### src/inc/usm_pkg.sv
// package for the serial mode control block: register map and fields
package usm_pkg;
  localparam logic [11:0] ADDR_CONTROL   = 12'h030;
  localparam logic [11:0] ADDR_HALF_DUP  = 12'h034;
  localparam logic [11:0] ADDR_CARD_CTRL = 12'h038;
  localparam logic [11:0] ADDR_MULTIDROP = 12'h03c;
  localparam logic [11:0] ADDR_MATCH     = 12'h040;
  localparam logic [11:0] ADDR_DELAY     = 12'h044;
  localparam logic [11:0] ADDR_STATUS    = 12'h04c;
  localparam logic [2:0]  MODE_UART      = 3'h0;
  localparam logic [2:0]  MODE_MODEM     = 3'h1;
  localparam logic [2:0]  MODE_CARD      = 3'h3;
  localparam logic [2:0]  MODE_SYNC      = 3'h4;
  localparam logic [2:0]  MODE_RS485     = 3'h5;
  localparam logic [7:0]  GUARD_ONE_BIT  = 8'hff;
  localparam logic [9:0]  NOMINAL_GUARD  = 10'h002;
  localparam logic [31:0] CONTROL_RESET  = 32'h000000c0;
  // status bits
  localparam int ST_TX_ERROR  = 0;
  localparam int ST_PARITY    = 1;
  localparam int ST_ADDR_SEEN = 2;
  localparam int ST_RX_LOCKED = 3;
  typedef enum logic [1:0] {
    USM_TX_IDLE, USM_TX_SHIFT, USM_TX_GUARD, USM_TX_HOLD
  } usm_tx_state_type;
endpackage

### src/rtl/usm_core.sv
// serial mode control: pin assignment, half duplex, card and rs-485 control
//
// The APB interface to the registers is this design's own decision.
`timescale 1ns/1ps
module usm_core
  import usm_pkg::*;
(
  // clock and reset
  input  wire logic        mclk,
  input  wire logic        rst_b,
  // apb slave
  input  wire logic        psel,
  input  wire logic        penable,
  input  wire logic        pwrite,
  input  wire logic [11:0] paddr,
  input  wire logic [31:0] pwdata,
  output logic      [31:0] prdata,
  output logic             pready,
  output logic             pslverr,
  // serial engine events
  input  wire logic        bit_tick,
  input  wire logic        tx_start,
  input  wire logic        tx_last_bit,
  input  wire logic        tx_pending,
  input  wire logic        rx_busy,
  input  wire logic        rx_char_done,
  input  wire logic [8:0]  rx_char,
  input  wire logic        rx_char_bad,
  input  wire logic        nack_seen,
  input  wire logic        fifo_clear,
  // pins
  input  wire logic        serial_rx_pin,
  output logic             serial_tx_route,
  output logic             serial_rx_route,
  output logic             direction_route,
  output logic             direction_pin,
  output logic             card_clock_route,
  output logic             card_clock_pin,
  // to the serial engine
  output logic             rx_gated_data,
  output logic             rx_accept,
  output logic             tx_lock,
  output logic             tx_retry,
  output logic             nack_send,
  output logic             parity_irq
);
  logic [31:0] control_q, card_q;
  logic        half_q;
  logic [5:0]  multidrop_q;
  logic [7:0]  match_q, delay_q;
  logic        tx_err_q, parity_q, addr_seen_q, rx_lock_q;
  logic        rx_s1_q, rx_s2_q;
  logic [7:0]  clk_cnt_q, dly_cnt_q;
  logic [9:0]  guard_cnt_q;
  logic [2:0]  retry_cnt_q;
  logic        dir_active_q;
  usm_tx_state_type tx_state_q;

  logic wr_en, unit_on, t0_mode, nmm_on, aad_on, card_mode, rs485;
  logic [2:0] mode;
  assign wr_en     = psel & penable & pwrite;
  assign unit_on   = control_q[0];
  assign mode      = control_q[3:1];
  assign card_mode = unit_on && (mode == MODE_CARD);
  assign rs485     = unit_on && (mode == MODE_RS485);
  assign t0_mode   = card_mode && !card_q[2];
  assign nmm_on    = multidrop_q[0];
  assign aad_on    = multidrop_q[2];

  function automatic logic known_addr(input logic [11:0] a);
    known_addr = (a == ADDR_CONTROL) || (a == ADDR_HALF_DUP) ||
                 (a == ADDR_CARD_CTRL) || (a == ADDR_MULTIDROP) ||
                 (a == ADDR_MATCH) || (a == ADDR_DELAY) ||
                 (a == ADDR_STATUS);
  endfunction

  // register writes
  always_ff @(posedge mclk or negedge rst_b) begin
    if (!rst_b) begin
      control_q   <= CONTROL_RESET;
      half_q      <= 1'b0;
      card_q      <= 32'h00000000;
      multidrop_q <= 6'h00;
      match_q     <= 8'h00;
      delay_q     <= 8'h00;
    end else if (wr_en) begin
      case (paddr)
        ADDR_CONTROL:   control_q <= {24'h000000, pwdata[7:6], 2'h0,
                                      pwdata[3:0]};
        ADDR_HALF_DUP:  half_q <= pwdata[0];
        ADDR_CARD_CTRL: card_q <= {8'h00, pwdata[23:5], 1'b0,
                                   pwdata[3:1], 1'b0};
        ADDR_MULTIDROP: multidrop_q <= {pwdata[5:4], 1'b0, pwdata[2:0]};
        ADDR_MATCH:     match_q <= pwdata[7:0];
        ADDR_DELAY:     delay_q <= pwdata[7:0];
        default: ;
      endcase
    end
  end

  // apb read and answer
  always_ff @(posedge mclk or negedge rst_b) begin
    if (!rst_b) begin
      prdata  <= 32'h00000000;
      pready  <= 1'b0;
      pslverr <= 1'b0;
    end else begin
      pready  <= psel & ~penable;
      pslverr <= psel & ~penable & ~known_addr(paddr);
      if (psel && !penable && !pwrite) begin
        case (paddr)
          ADDR_CONTROL:   prdata <= control_q;
          ADDR_HALF_DUP:  prdata <= {31'h00000000, half_q};
          ADDR_CARD_CTRL: prdata <= card_q;
          ADDR_MULTIDROP: prdata <= {26'h0000000, multidrop_q};
          ADDR_MATCH:     prdata <= {24'h000000, match_q};
          ADDR_DELAY:     prdata <= {24'h000000, delay_q};
          ADDR_STATUS:    prdata <= {28'h0000000, rx_lock_q, addr_seen_q,
                                     parity_q, tx_err_q};
          default:        prdata <= 32'h00000000;
        endcase
      end
    end
  end

  // receive pin synchroniser
  always_ff @(posedge mclk or negedge rst_b) begin
    if (!rst_b) begin
      rx_s1_q <= 1'b1;
      rx_s2_q <= 1'b1;
    end else begin
      rx_s1_q <= serial_rx_pin;
      rx_s2_q <= rx_s1_q;
    end
  end

  logic tx_shifting;
  assign tx_shifting = (tx_state_q == USM_TX_SHIFT);

  // half-duplex receive lock and line gating
  always_ff @(posedge mclk or negedge rst_b) begin
    if (!rst_b) begin
      rx_lock_q     <= 1'b0;
      rx_gated_data <= 1'b1;
    end else begin
      if (!half_q || card_mode)
        rx_lock_q <= 1'b0;
      else if (tx_pending && (!rx_busy || rx_char_done))
        rx_lock_q <= 1'b1;
      else if (!tx_pending && !tx_shifting)
        rx_lock_q <= 1'b0;
      // own transmission is not echoed into the receiver
      rx_gated_data <= (half_q && tx_shifting) ? 1'b1 : rx_s2_q;
    end
  end

  // pin routing
  always_ff @(posedge mclk or negedge rst_b) begin
    if (!rst_b) begin
      serial_tx_route  <= 1'b0;
      serial_rx_route  <= 1'b0;
      direction_route  <= 1'b0;
      card_clock_route <= 1'b0;
    end else begin
      serial_tx_route  <= unit_on;
      serial_rx_route  <= unit_on && (mode != MODE_CARD);
      direction_route  <= (rs485 && multidrop_q[4]) ||
                          (unit_on && mode == MODE_MODEM);
      card_clock_route <= card_mode && card_q[3];
    end
  end

  // card clock divider
  always_ff @(posedge mclk or negedge rst_b) begin
    if (!rst_b) begin
      clk_cnt_q      <= 8'h00;
      card_clock_pin <= 1'b0;
    end else if (!(card_mode && card_q[3])) begin
      clk_cnt_q      <= 8'h00;
      card_clock_pin <= 1'b0;
    end else if (clk_cnt_q == card_q[23:16]) begin
      clk_cnt_q      <= 8'h00;
      card_clock_pin <= ~card_clock_pin;
    end else begin
      clk_cnt_q <= clk_cnt_q + 8'h01;
    end
  end

  // card transmit sequencing: guard time, nack retries, lock
  logic [9:0] guard_len;
  assign guard_len = (card_q[15:8] == GUARD_ONE_BIT) ? 10'h001 :
                     NOMINAL_GUARD + {2'b00, card_q[15:8]};
  always_ff @(posedge mclk or negedge rst_b) begin
    if (!rst_b) begin
      tx_state_q  <= USM_TX_IDLE;
      guard_cnt_q <= 10'h000;
      retry_cnt_q <= 3'h0;
      tx_err_q    <= 1'b0;
      tx_retry    <= 1'b0;
    end else begin
      tx_retry <= 1'b0;
      if (fifo_clear) begin
        retry_cnt_q <= 3'h0;
        tx_err_q    <= 1'b0;
      end
      case (tx_state_q)
        USM_TX_IDLE: if (tx_start) tx_state_q <= USM_TX_SHIFT;
        USM_TX_SHIFT: if (tx_last_bit) begin
          guard_cnt_q <= t0_mode ? guard_len : 10'h001;
          tx_state_q  <= USM_TX_GUARD;
        end
        USM_TX_GUARD: begin
          if (t0_mode && nack_seen) begin
            if (retry_cnt_q == card_q[7:5]) begin
              tx_err_q   <= 1'b1;
              tx_state_q <= USM_TX_HOLD;
            end else begin
              retry_cnt_q <= retry_cnt_q + 3'h1;
              tx_retry    <= 1'b1;
              tx_state_q  <= USM_TX_IDLE;
            end
          end else if (bit_tick) begin
            if (guard_cnt_q <= 10'h001) begin
              tx_state_q  <= USM_TX_IDLE;
              retry_cnt_q <= 3'h0;
            end else begin
              guard_cnt_q <= guard_cnt_q - 10'h001;
            end
          end
        end
        USM_TX_HOLD: if (fifo_clear) tx_state_q <= USM_TX_IDLE;
        default: tx_state_q <= USM_TX_IDLE;
      endcase
    end
  end

  always_ff @(posedge mclk or negedge rst_b) begin
    if (!rst_b) begin
      tx_lock   <= 1'b0;
      nack_send <= 1'b0;
    end else begin
      tx_lock   <= (tx_state_q == USM_TX_HOLD) || rx_lock_q;
      nack_send <= t0_mode && rx_char_done && rx_char_bad &&
                   !card_q[1];
    end
  end

  // multidrop receive filter
  logic is_addr, rx_ok;
  assign is_addr = rx_char[8];
  assign rx_ok   = !nmm_on || multidrop_q[1];
  always_ff @(posedge mclk or negedge rst_b) begin
    if (!rst_b) begin
      parity_q    <= 1'b0;
      addr_seen_q <= 1'b0;
      rx_accept   <= 1'b0;
      parity_irq  <= 1'b0;
    end else begin
      rx_accept  <= 1'b0;
      parity_irq <= 1'b0;
      if (wr_en && paddr == ADDR_STATUS && pwdata[ST_PARITY])
        parity_q <= 1'b0;
      if (rx_char_done && rx_ok) begin
        if (nmm_on && is_addr) begin
          parity_q   <= 1'b1;
          parity_irq <= 1'b1;
          if (aad_on)
            addr_seen_q <= (rx_char[7:0] == match_q);
          else
            rx_accept <= 1'b1;
        end else begin
          rx_accept <= !(nmm_on && aad_on) || addr_seen_q;
        end
      end
      if (!nmm_on || !aad_on)
        addr_seen_q <= 1'b0;
    end
  end

  // rs-485 direction control with turnaround delay
  always_ff @(posedge mclk or negedge rst_b) begin
    if (!rst_b) begin
      dir_active_q  <= 1'b0;
      dly_cnt_q     <= 8'h00;
      direction_pin <= 1'b1;
    end else begin
      if (tx_pending || tx_shifting) begin
        dir_active_q <= 1'b1;
        dly_cnt_q    <= delay_q;
      end else if (dir_active_q) begin
        if (dly_cnt_q == 8'h00)
          dir_active_q <= 1'b0;
        else if (bit_tick)
          dly_cnt_q <= dly_cnt_q - 8'h01;
      end
      direction_pin <= dir_active_q ^ ~multidrop_q[5];
    end
  end

  a_card_clk_off: assert property (@(posedge mclk)
    disable iff (!rst_b) !(card_mode && card_q[3]) |=> !card_clock_pin)
    else $error("card clock runs while disabled");
  a_nack_suppress: assert property (@(posedge mclk)
    disable iff (!rst_b)
    (rx_char_done && rx_char_bad && t0_mode && card_q[1]) |=> !nack_send)
    else $error("nack sent while suppressed");
  a_nack_given: assert property (@(posedge mclk)
    disable iff (!rst_b)
    (rx_char_done && rx_char_bad && t0_mode && !card_q[1]) |=> nack_send)
    else $error("nack missing");
  a_rx_gate_nmm: assert property (@(posedge mclk)
    disable iff (!rst_b) (rx_char_done && nmm_on && !multidrop_q[1])
    |=> !rx_accept && !parity_irq)
    else $error("reception not gated");
  a_addr_parity: assert property (@(posedge mclk)
    disable iff (!rst_b)
    (rx_char_done && nmm_on && multidrop_q[1] && is_addr) |=> parity_q)
    else $error("address not flagged");
  a_pins_gpio: assert property (@(posedge mclk)
    disable iff (!rst_b)
    !unit_on |=> !serial_tx_route && !serial_rx_route && !card_clock_route)
    else $error("pins routed while unit off");
  a_error_hold: assert property (@(posedge mclk)
    disable iff (!rst_b) (tx_state_q == USM_TX_HOLD && !fifo_clear)
    |=> tx_err_q)
    else $error("error flag lost while locked");
  a_dir_level: assert property (@(posedge mclk)
    disable iff (!rst_b) $rose(dir_active_q)
    |=> direction_pin == multidrop_q[5])
    else $error("direction level wrong");
  a_rx_echo: assert property (@(posedge mclk)
    disable iff (!rst_b) (half_q && tx_shifting) |=> rx_gated_data)
    else $error("own data echoed");
  a_rx_lock_idle: assert property (@(posedge mclk)
    disable iff (!rst_b) (half_q && !card_mode && tx_pending && !rx_busy)
    |=> rx_lock_q)
    else $error("receiver not locked");
  a_guard_min: assert property (@(posedge mclk)
    disable iff (!rst_b) (tx_shifting && tx_last_bit && t0_mode &&
    card_q[15:8] != GUARD_ONE_BIT) |=> guard_cnt_q >= NOMINAL_GUARD)
    else $error("guard time below two bits");
  c_retry: cover property (@(posedge mclk) disable iff (!rst_b) tx_retry);
  c_tx_err: cover property (@(posedge mclk) disable iff (!rst_b)
    $rose(tx_err_q));
  c_addr_hit: cover property (@(posedge mclk) disable iff (!rst_b)
    $rose(addr_seen_q));
  c_card_clk: cover property (@(posedge mclk) disable iff (!rst_b)
    $rose(card_clock_pin));
endmodule // usm_core

### config.mk
export PLATFORM = sky130hd
export DESIGN_NAME = usm_core
export DESIGN_NICKNAME = d
export VERILOG_FILES = /design/src/inc/usm_pkg.sv /design/src/rtl/usm_core.sv
export SDC_FILE = /design/constraint.sdc
export NUM_CORES = 1
export LEC_CHECK = 0
export ABC_AREA = 1
export BUFFER_PORTS_ARGS = -buffer_cell sky130_fd_sc_hd__clkbuf_2
export CAP_MARGIN = 20
export CORE_AREA = 2 2 131 133
export CTS_BUF_LIST = sky130_fd_sc_hd__clkbuf_8
export CTS_CLUSTER_DIAMETER = 100
export CTS_CLUSTER_SIZE = 10
export DETAILED_ROUTE_END_ITERATION = 10
export DIE_AREA = 0 0 133 135
export PLACE_DENSITY = 0.67
export SYNTH_ARGS = -nofsm -noshare
export SYNTH_HDL_FRONTEND = slang
export SYNTH_SLANG_ARGS = --single-unit
### constraint.sdc
create_clock -name mclk -period 3.6 [get_ports mclk]
set_clock_uncertainty 0.2 [all_clocks]
set_input_delay 0.72 -clock mclk [delete_from_list [all_inputs] [get_ports mclk]]
set_output_delay 0.72 -clock mclk [all_outputs]
set_load 0.05 [all_outputs]
==> flow_summary.yaml, run 1 <==
synth:
  synth_edf_count: 0
  syn_area_per_cell_um2: 8.13
  netlist.area_leader.share_pct: 46.0
  synth_ff_type: "dfrtp_1"
  yosys_warnings: 0
  synth_cell_types: 36
  synth_xor_area_share_pct: 3.89
  synth-simple-area-share_pct: 28.2
  yosys-top-cells-area: "dfrtp_1 46%, nand2_1 13%, nand3_1 6.4%"
  synth_top_family_by_area: "simple AND/OR/NAND/NOR gates"
  synth_adder_area_share_pct: 1.34
  ys_ff_latch: 126
  netlist_instances: 802
  synthArstFlopShare_pct: 100
  synthMuxAreaShare_pct: 3.22
  synth_commonest_cells: "227 x nand2_1, 120 x dfrtp_1, 84 x nand3_1"
  synth_compound_area_share_pct: 7.79
  synth_area_um2: 6520
  yosysTopAreaCell: "dfrtp_1"
  synth_most_common_cell: "nand2_1"
  ys_seq_area_share_pct: 48.5
power:
  p_clk_share_pct: 35.8
  p_int_w: 0.00267
  power.share.sequential_pct: 39.8
  p_sw_share_pct: 33.4
  p_comb_share_pct: 24.4
  switchingPower_w: 0.00134
  ir_worst_vdd_mv: 0.246
  leakage_nw: 4.00
  pwr_density_cell_nw_per_um2: 524
clocking:
  cts_tree: "built"
  postCtsHoldBufs: 0
  clk_pin_slew_worst_paths_ps: 80
  cts_buffer_depth: 2
  cts_buffers: 17
  htree_num_levels: 4
  ctsResizeCount: 0
  cts_setup_buffers: 0
  insertion_delay_ps: 460
  clock-root-buffer: "clkbuf_8"
  cts_sinks: 126
grt:
  grt_overflow: 0
  grt_first_pass_wirelength_um: 25900
  track_usage_pct: 18.8
  antenna_found_initial: 0
  grt_max_degree: 59
  grt_pass1_vias: 5020
timing:
  maxSlewHeadroom_pct: 57.7
  hold_viol_final: 0
  tns_ps: 0
  worst_slew_pin_slew_ps: 633
  slew_violations: 0
  period_share_pct: 66.6
  max_clock_freq_mhz: 417
  fin_crit_ps: 2400
  rsz0062_at_grt: "no"
  final-setup-viol-count: 0
drt:
  via_count: 5538
  firstDrtPassIters: 5
  drt-vias-per-instance: 4.88
  drc_errors: 0
  drt_wl_total_um: 16100
  drt_iter0_drc: 434
  wl_per_cell_um: 14.2
  antenna_left: 0
run:
  maxCapViolCount: 0
status:
  status: "finished clean"
layout:
  n_antenna_cell: 0
  utilization_pct: 46.7
  areaGrowthSynthToFinish_pct: 17.4
  final_nets: 977
  layout-drive-gt1-share_pct: 19.0
critical_path:
  cpPeakStageDelay_ps: 400
  crit_path_max_fanout: 12
  path_class: "flop to flop"
  crit_end: "guard_cnt_q[2]$_DFFE_PN0P_"
  reg2reg_to: "guard_cnt_q[2]$_DFFE_PN0P_"
  cp-startpoint: "tx_state_q[0]$_DFFE_PN0P_"
  cpMaxStageDelayCell: "dfrtp_1"
  arrival_ps: 2530
  crit_path_end_kind: "flop"
  critical_path.most_common_cell: "nand2_1"
  r2r_slack_ps: 1200
  r2r.worst_path.cells: 8
  path_cells: "inv_1 > nand2_1 > inv_1 > nand3_1 > nand2_1 > nand2_2 > nand2_1 > nand2_1"
  cp-start-kind: "flop"
  timing.rr.start: "tx_state_q[0]$_DFFE_PN0P_"
  worstPathRequired_ps: 3730
place:
  hpwl_um: 11900
  numPortBuffers: 97
  gp_congestion: 0.882
floorplan:
  io_pins: 114
  rows: 47
  die_h_um: 135
  fp.dieW_um: 133
  coreArea_um2: 16400
  start_util_pct: 39.8
  die-area_um2: 18000
min_path:
  worstHoldPathType: "input port to asynchronous set/reset pin"
-- stage by stage --
step	power (W)	instance area, µm²	instances	hold WS, ps	setup slack (ps)
3_5_place_dp	0.00260	7200	1103	147	1020
4_1_cts	0.00404	7660	1134	66.8	1210
2_1_floorplan	0.00238	6550	809	145	1550
5_1_grt	0.00428	7660	1134	90.9	995
3_3_place_gp	0.00258	7200	1103	147	1060
6_report	0.00402	7660	1134	65.2	1200
-- final cells by class --
cell class / instances / area [µm²]
Clock inverter: 13 / 214
Sequential cell: 126 / 3160
Fill cell: 1610 / 8750
Tap cell: 220 / 275
Timing Repair Buffer: 100 / 523
Inverter: 82 / 308
Multi-Input combinational cell: 575 / 2930
Clock buffer: 18 / 248
-- power by group through the flow --
stage               Clock, W  Sequential (W)  Combinational, W
floorplan                  0         0.00164          0.000739
global placement           0         0.00162          0.000964
detailed placement         0         0.00162          0.000979
CTS                  0.00146         0.00160          0.000981
global route         0.00152         0.00161           0.00115
finish               0.00144         0.00160          0.000982
-- placed cells by master (no fill, tap or decap), drive strengths merged, types with 4 or more instances in the layout --
cell type,netlist,routed
mux2,16,16
dfrtp,120,120
clkbuf,5,114
nand2,232,232
conb,1,8
clkinv,0,5
xor2,14,14
xnor2,15,15
nand4,12,12
bufinv,0,5
inv,82,83
o21ai,72,72
nor2,82,82
o21bai,6,6
ha,7,7
buf,21,4
a21oi,6,6
nand3,89,89
dfstp,6,6
o31ai,7,7
-- critical path: cells and delay by family, from the launching register on --
kind | cells | cell delay, ps
AND/OR/NAND/NOR | 6 | 1200
buffers and inverters | 2 | 470
flip-flops | 1 | 400
-- worst min-delay path by stage --
stage          cells past startpoint                       end  slack, ps               from
4_1_cts                            1     card_q[3]$_DFFE_PN0P_         70              rst_b
2_1_floorplan                      0         rx_s2_q$_DFF_PN1_        150  rx_s1_q$_DFF_PN1_
6_report                           1  control_q[2]$_DFFE_PN0P_         70              rst_b
3_3_place_gp                       0         rx_s2_q$_DFF_PN1_        150  rx_s1_q$_DFF_PN1_
5_1_grt                            1  control_q[2]$_DFFE_PN0P_         90              rst_b
3_5_place_dp                       0         rx_s2_q$_DFF_PN1_        150  rx_s1_q$_DFF_PN1_
-- registers in the layout (all words and copies together) (netlist names), 2 cells and up --
| name | count |
|---|---|
| tx_state_q | 2 |
| multidrop_q | 5 |
| delay_q | 8 |
| clk_cnt_q | 8 |
| dly_cnt_q | 8 |
| card_q | 22 |
| prdata | 24 |
| guard_cnt_q | 10 |
| match_q | 8 |
| retry_cnt_q | 3 |
| control_q | 6 |
-- kinds of logic (layout without fill, tap and decap cells) --
family,Yosys count,after routing
XOR/XNOR,29,29
buffers and inverters,108,213
AND/OR/NAND/NOR,421,421
multiplexers,16,16
AO/OA/AOI/OAI,94,94
flip-flops,126,126
adder cells (fa/ha/maj),7,7
other,1,8
-- layer usage --
metal	global-route usage, %	part of all wire, %	vias up
met1	26.9	49	2583
met2	27.5	44	159
met3	4.50	5.6	20
met5	0	0	-
met4	7.17	1.6	0
li1	-	-	2776
Power figures use the tool's default switching activity.
==> run 2: changes to the inputs <==
- clock period: 3.6 -> 2.3 ns (I/O delays scaled with it)
==> run 2 against run 1 <==
  * Cell area rose by 1.8%
  * Sequential cell count is the same
  * Critical path type unchanged
  * Maximum frequency up 20%
==> flow_summary.yaml, run 2 (synthesis gave the netlist of run 1 again) <==
critical_path:
  arrival_ps: 2140
  worstPathRequired_ps: 2450
  path_class: "flop to flop"
  cpPeakStageDelay_ps: 360
  reg2reg_to: "guard_cnt_q[8]$_DFFE_PN0P_"
  cpMaxStageDelayCell: "dfrtp_1"
  path_cells: "inv_1 > nand3_1 > nor2_2 > nand3_2 > nand3_1 > nand2_1 > buf_4 > nand3_1 > nand2_1"
  crit_path_max_fanout: 10
  timing.rr.start: "control_q[3]$_DFFE_PN0P_"
  r2r_slack_ps: 310
  crit_path_end_kind: "flop"
  r2r.worst_path.cells: 9
  critical_path.most_common_cell: "nand3_1"
  cp-start-kind: "flop"
clocking:
  postCtsHoldBufs: 3
  cts_buffer_depth: 2
  htree_num_levels: 4
  ctsResizeCount: 0
  insertion_delay_ps: 450
  cts_sinks: 126
  clk_pin_slew_worst_paths_ps: 80
  cts_buffers: 17
  clock-root-buffer: "clkbuf_8"
  cts_tree: "built"
  cts_setup_buffers: 0
grt:
  grt_pass1_vias: 5271
  track_usage_pct: 19.1
  grt_max_degree: 44
  grt_first_pass_wirelength_um: 26600
  antenna_found_initial: 0
  grt_overflow: 0
timing:
  hold_viol_final: 0
  period_share_pct: 86.6
  whs_ps: 29.2
  max_clock_freq_mhz: 502
  rsz0062_at_grt: "no"
  fin_crit_ps: 1990
  slew_violations: 0
  tns_ps: 0
  final-setup-viol-count: 0
layout:
  layout_common_cells: "227 x nand2_1, 120 x dfrtp_1, 96 x clkbuf_2, 84 x nand3_1, 79 x inv_1"
  areaGrowthSynthToFinish_pct: 19.6
  final_nets: 992
  largest_register: "prdata"
  layout-drive-gt1-share_pct: 20.1
  largest_reg_flops: 24
  n_antenna_cell: 0
  layout_commonest_cell: "nand2_1"
  utilization_pct: 47.5
  top_regs: "prdata: 24 flops, card_q: 22 flops, guard_cnt_q: 10 flops"
status:
  status: "finished clean"
min_path:
  holdPathStages: 3
  whs_endpoint: "control_q[1]$_DFFE_PN0P_"
  min_from: "pwdata[1]"
  worstHoldPathType: "input port to flop"
power:
  leakage_nw: 4.07
  ir_worst_vdd_mv: 0.393
  pwr_density_cell_nw_per_um2: 812
floorplan:
  die-area_um2: 18000
  fp.dieW_um: 133
  start_util_pct: 39.8
  io_pins: 114
  rows: 47
  die_h_um: 135
  coreArea_um2: 16400
drt:
  drt-vias-per-instance: 4.90
  drt_iter0_drc: 507
  drt_wl_total_um: 16300
  wl_per_cell_um: 14.2
  antenna_left: 0
  firstDrtPassIters: 5
  drc_errors: 0
  via_count: 5636
place:
  hpwl_um: 12200
  numPortBuffers: 97
  gp_congestion: 0.931
run:
  maxCapViolCount: 0
-- run 2: stage by stage --
stage                     instance area, µm²  worst slack [ps]  total power [W]  cells
after floorplan                         6550               510          0.00372    809
after global placement                  7310               217          0.00413   1115
after detailed placement                7310               224          0.00416   1115
after CTS                               7800               321          0.00638   1150
after global routing                    7800               107          0.00672   1150
final                                   7800               309          0.00633   1150
-- run 2: report_power, final --
| part | total, W | leakage [nW] | switching, W | internal, W |
|---|---|---|---|---|
| clock network | 0.00220 | 0.222 | 0.000927 | 0.00128 |
| registers | 0.00251 | 1.69 | 0.000134 | 0.00238 |
| logic | 0.00162 | 2.16 | 0.00106 | 0.000558 |
| total | 0.00633 | 4.07 | 0.00213 | 0.00421 |
-- run 2: critical path: cells and delay by family, from the launching register on --
family | cells | cell delay (ps)
buf+inv | 2 | 300
flops | 1 | 360
simple gates | 7 | 1020
-- run 2: metal layers --
layer  vias up  track usage, %  routed length [µm]
li1       2805               -                   -
met4         0            9.38                 507
met5         -               0                   0
met2       161            27.7                7080
met3        35            3.79                 717
met1      2635            27.3                8030
-- run 2: final cells by class --
cell class	instances	area [µm²]
clock inverter	12	183
inverter	82	308
sequential	126	3160
clock buffer	20	275
fill	1617	8610
multi-input combinational	575	2930
tap	220	275
timing repair buffer	115	668
-- run 2: how the worst max path moves through the flow --
stage,from,to,slack (ps),depth (start not counted)
after floorplan,paddr[9],card_q[16]$_DFFE_PN0P_,510,6
after global placement,paddr[7],card_q[16]$_DFFE_PN0P_,220,6
after detailed placement,paddr[7],card_q[7]$_DFFE_PN0P_,220,8
after CTS,control_q[3]$_DFFE_PN0P_,guard_cnt_q[8]$_DFFE_PN0P_,320,9
after global routing,control_q[3]$_DFFE_PN0P_,guard_cnt_q[7]$_DFFE_PN0P_,110,9
final,control_q[3]$_DFFE_PN0P_,guard_cnt_q[8]$_DFFE_PN0P_,310,9
==> run 3: changes to the inputs <==
- CORE_AREA: 2 2 131 133 -> 2 2 110 112
- DIE_AREA: 0 0 133 135 -> 0 0 112 114
- PLACE_DENSITY: 0.67 -> 0.87
==> run 3 against run 2 <==
  * Core utilization up 18 points
  * Power down 4.6%
  * Sequential share of layout area increased by 0.94 points
  * First-iteration DRC count up 13%
  * Maximum frequency is 0.96% lower
  * Worst hold slack better by 3.9 ps
  * Final cell count is 6.4% lower
  * Die area decreased by 29%
  * Routed wire length decreased by 1.8%
  * Register-to-register slack got worse by 20 ps
  * Critical path depth stayed put
  * Combinational power about the same
  * Critical endpoint is now guard_cnt_q[4]$_DFFE_PN0P_
==> flow_summary.yaml, run 3 (synthesis gave the netlist of run 1 again) <==
status:
  status: "finished clean"
critical_path:
  critical_path.most_common_cell: "nand3_1"
  path_class: "flop to flop"
  crit_path_max_fanout: 7
  arrival_ps: 2150
  path_cells: "inv_1 > nand3_1 > nor2_2 > nand3_2 > nand3_1 > nand2_1 > buf_4 > nand3_1 > nand2_1"
  cpPeakStageDelay_ps: 370
  cp.buffers_inverters: 2
  r2r_slack_ps: 290
  timing.rr.start: "control_q[3]$_DFFE_PN0P_"
  cp-start-kind: "flop"
  cpMaxStageDelayCell: "dfrtp_1"
  crit_path_end_kind: "flop"
  worstPathRequired_ps: 2440
  cp-startpoint: "control_q[3]$_DFFE_PN0P_"
  cpLargestDelayFamily: "simple AND/OR/NAND/NOR gates"
floorplan:
  die-area_um2: 12800
  die_h_um: 114
  start_util_pct: 55.7
  fp.dieW_um: 112
  io_pins: 114
  coreArea_um2: 11700
  rows: 40
drt:
  firstDrtPassIters: 5
  drt_iter0_drc: 572
  antenna_left: 0
  drt_wl_total_um: 16100
  drt-vias-per-instance: 5.36
  via_count: 5765
  drc_errors: 0
  wl_per_cell_um: 14.9
grt:
  grt_overflow: 0
  grt_max_degree: 71
  track_usage_pct: 26.4
  antenna_found_initial: 0
  grt_first_pass_wirelength_um: 26200
  grt_pass1_vias: 5400
place:
  numPortBuffers: 97
  place_area_um2: 7210
  gp_congestion: 0.943
  hpwl_um: 11800
layout:
  fill_cells: 970
  final_nets: 991
  layout-drive-gt1-share_pct: 20.0
  layout_commonest_cell: "nand2_1"
  areaGrowthSynthToFinish_pct: 16.9
  top_regs: "prdata: 24 flops, card_q: 22 flops, guard_cnt_q: 10 flops"
  n_antenna_cell: 0
  largest_register: "prdata"
  fin_area_um2: 7620
  layout_common_cells: "227 x nand2_1, 120 x dfrtp_1, 96 x clkbuf_2, 84 x nand3_1, 80 x inv_1"
  utilization_pct: 65.1
  largest_reg_flops: 24
timing:
  whs_ps: 33.1
  hold_viol_final: 0
  rsz0062_at_grt: "no"
  max_clock_freq_mhz: 497
  period_share_pct: 87.4
  final-setup-viol-count: 0
  tns_ps: 0
  slew_violations: 0
  fin_crit_ps: 2010
min_path:
  min_from: "pwdata[2]"
  worstHoldPathType: "input port to flop"
clocking:
  insertion_delay_ps: 450
  cts_sinks: 126
  htree_num_levels: 4
  cts_setup_buffers: 0
  cts_buffer_depth: 2
  clk_pin_slew_worst_paths_ps: 80
  cts_buffers: 17
  clock-root-buffer: "clkbuf_8"
  cts_tree: "built"
power:
  total_power_w: 0.00604
  ir_worst_vdd_mv: 0.494
  leakage_nw: 4.04
  pwr_density_cell_nw_per_um2: 793
run:
  maxCapViolCount: 0
## run 3: worst paths after layout
kind                                               to  depth (start not counted)
setup / recovery           guard_cnt_q[4]$_DFFE_PN0P_                          9
hold / removal               control_q[2]$_DFFE_PN0P_                          3
setup reg to reg           guard_cnt_q[4]$_DFFE_PN0P_                          9
hold reg to reg                     rx_s2_q$_DFF_PN1_                          0
max in group asynchronous      prdata[11]$_DFFE_PN0P_                          3
min in group asynchronous      match_q[7]$_DFFE_PN0P_                          2
## run 3: area by class of cell
class	instances	area, µm²	area share [%]
Tap cell	147	184	2.41
Clock buffer	17	234	3.07
Sequential cell	126	3160	41.5
Clock inverter	15	161	2.12
Multi-Input combinational cell	575	2930	38.4
Timing Repair Buffer	114	646	8.47
Inverter	82	308	4.04
## run 3: metal layers
layer	vias to the layer above	wire length [µm]	GRT usage, %
li1	2798	-	-
met1	2718	6900	35.5
met2	221	7720	42.3
met3	28	1160	7.07
met4	0	272	8.13
met5	-	0	0
## run 3: power by group
part / switching, W / leakage [nW] / internal (W) / total [W]
combinational: 0.00107 / 2.16 / 0.000547 / 0.00162
clock: 0.000940 / 0.195 / 0.000976 / 0.00192
sequential: 0.000139 / 1.69 / 0.00238 / 0.00251
total: 0.00215 / 4.04 / 0.00390 / 0.00604
## run 3: timing repair
item	4_1_cts	5_1_grt
hold buffers	2	0
gates resized for setup	0	0
hold endpoints to repair	121	0
## run 3: worst register-to-register path, cell delays in order, from the launching register on
cell and delay, ps:
dfrtp_1 370, inv_1 130, nand3_1 100, nor2_2 200, nand3_2 180, nand3_1 150
nand2_1 200, buf_4 230, nand3_1 80, nand2_1 60
## run 3: stage by stage
stage,setup slack [ps],cells
floorplan,510,809
global placement,296,1042
detailed placement,261,1042
CTS,294,1076
global route,87.6,1076
finish,290,1076
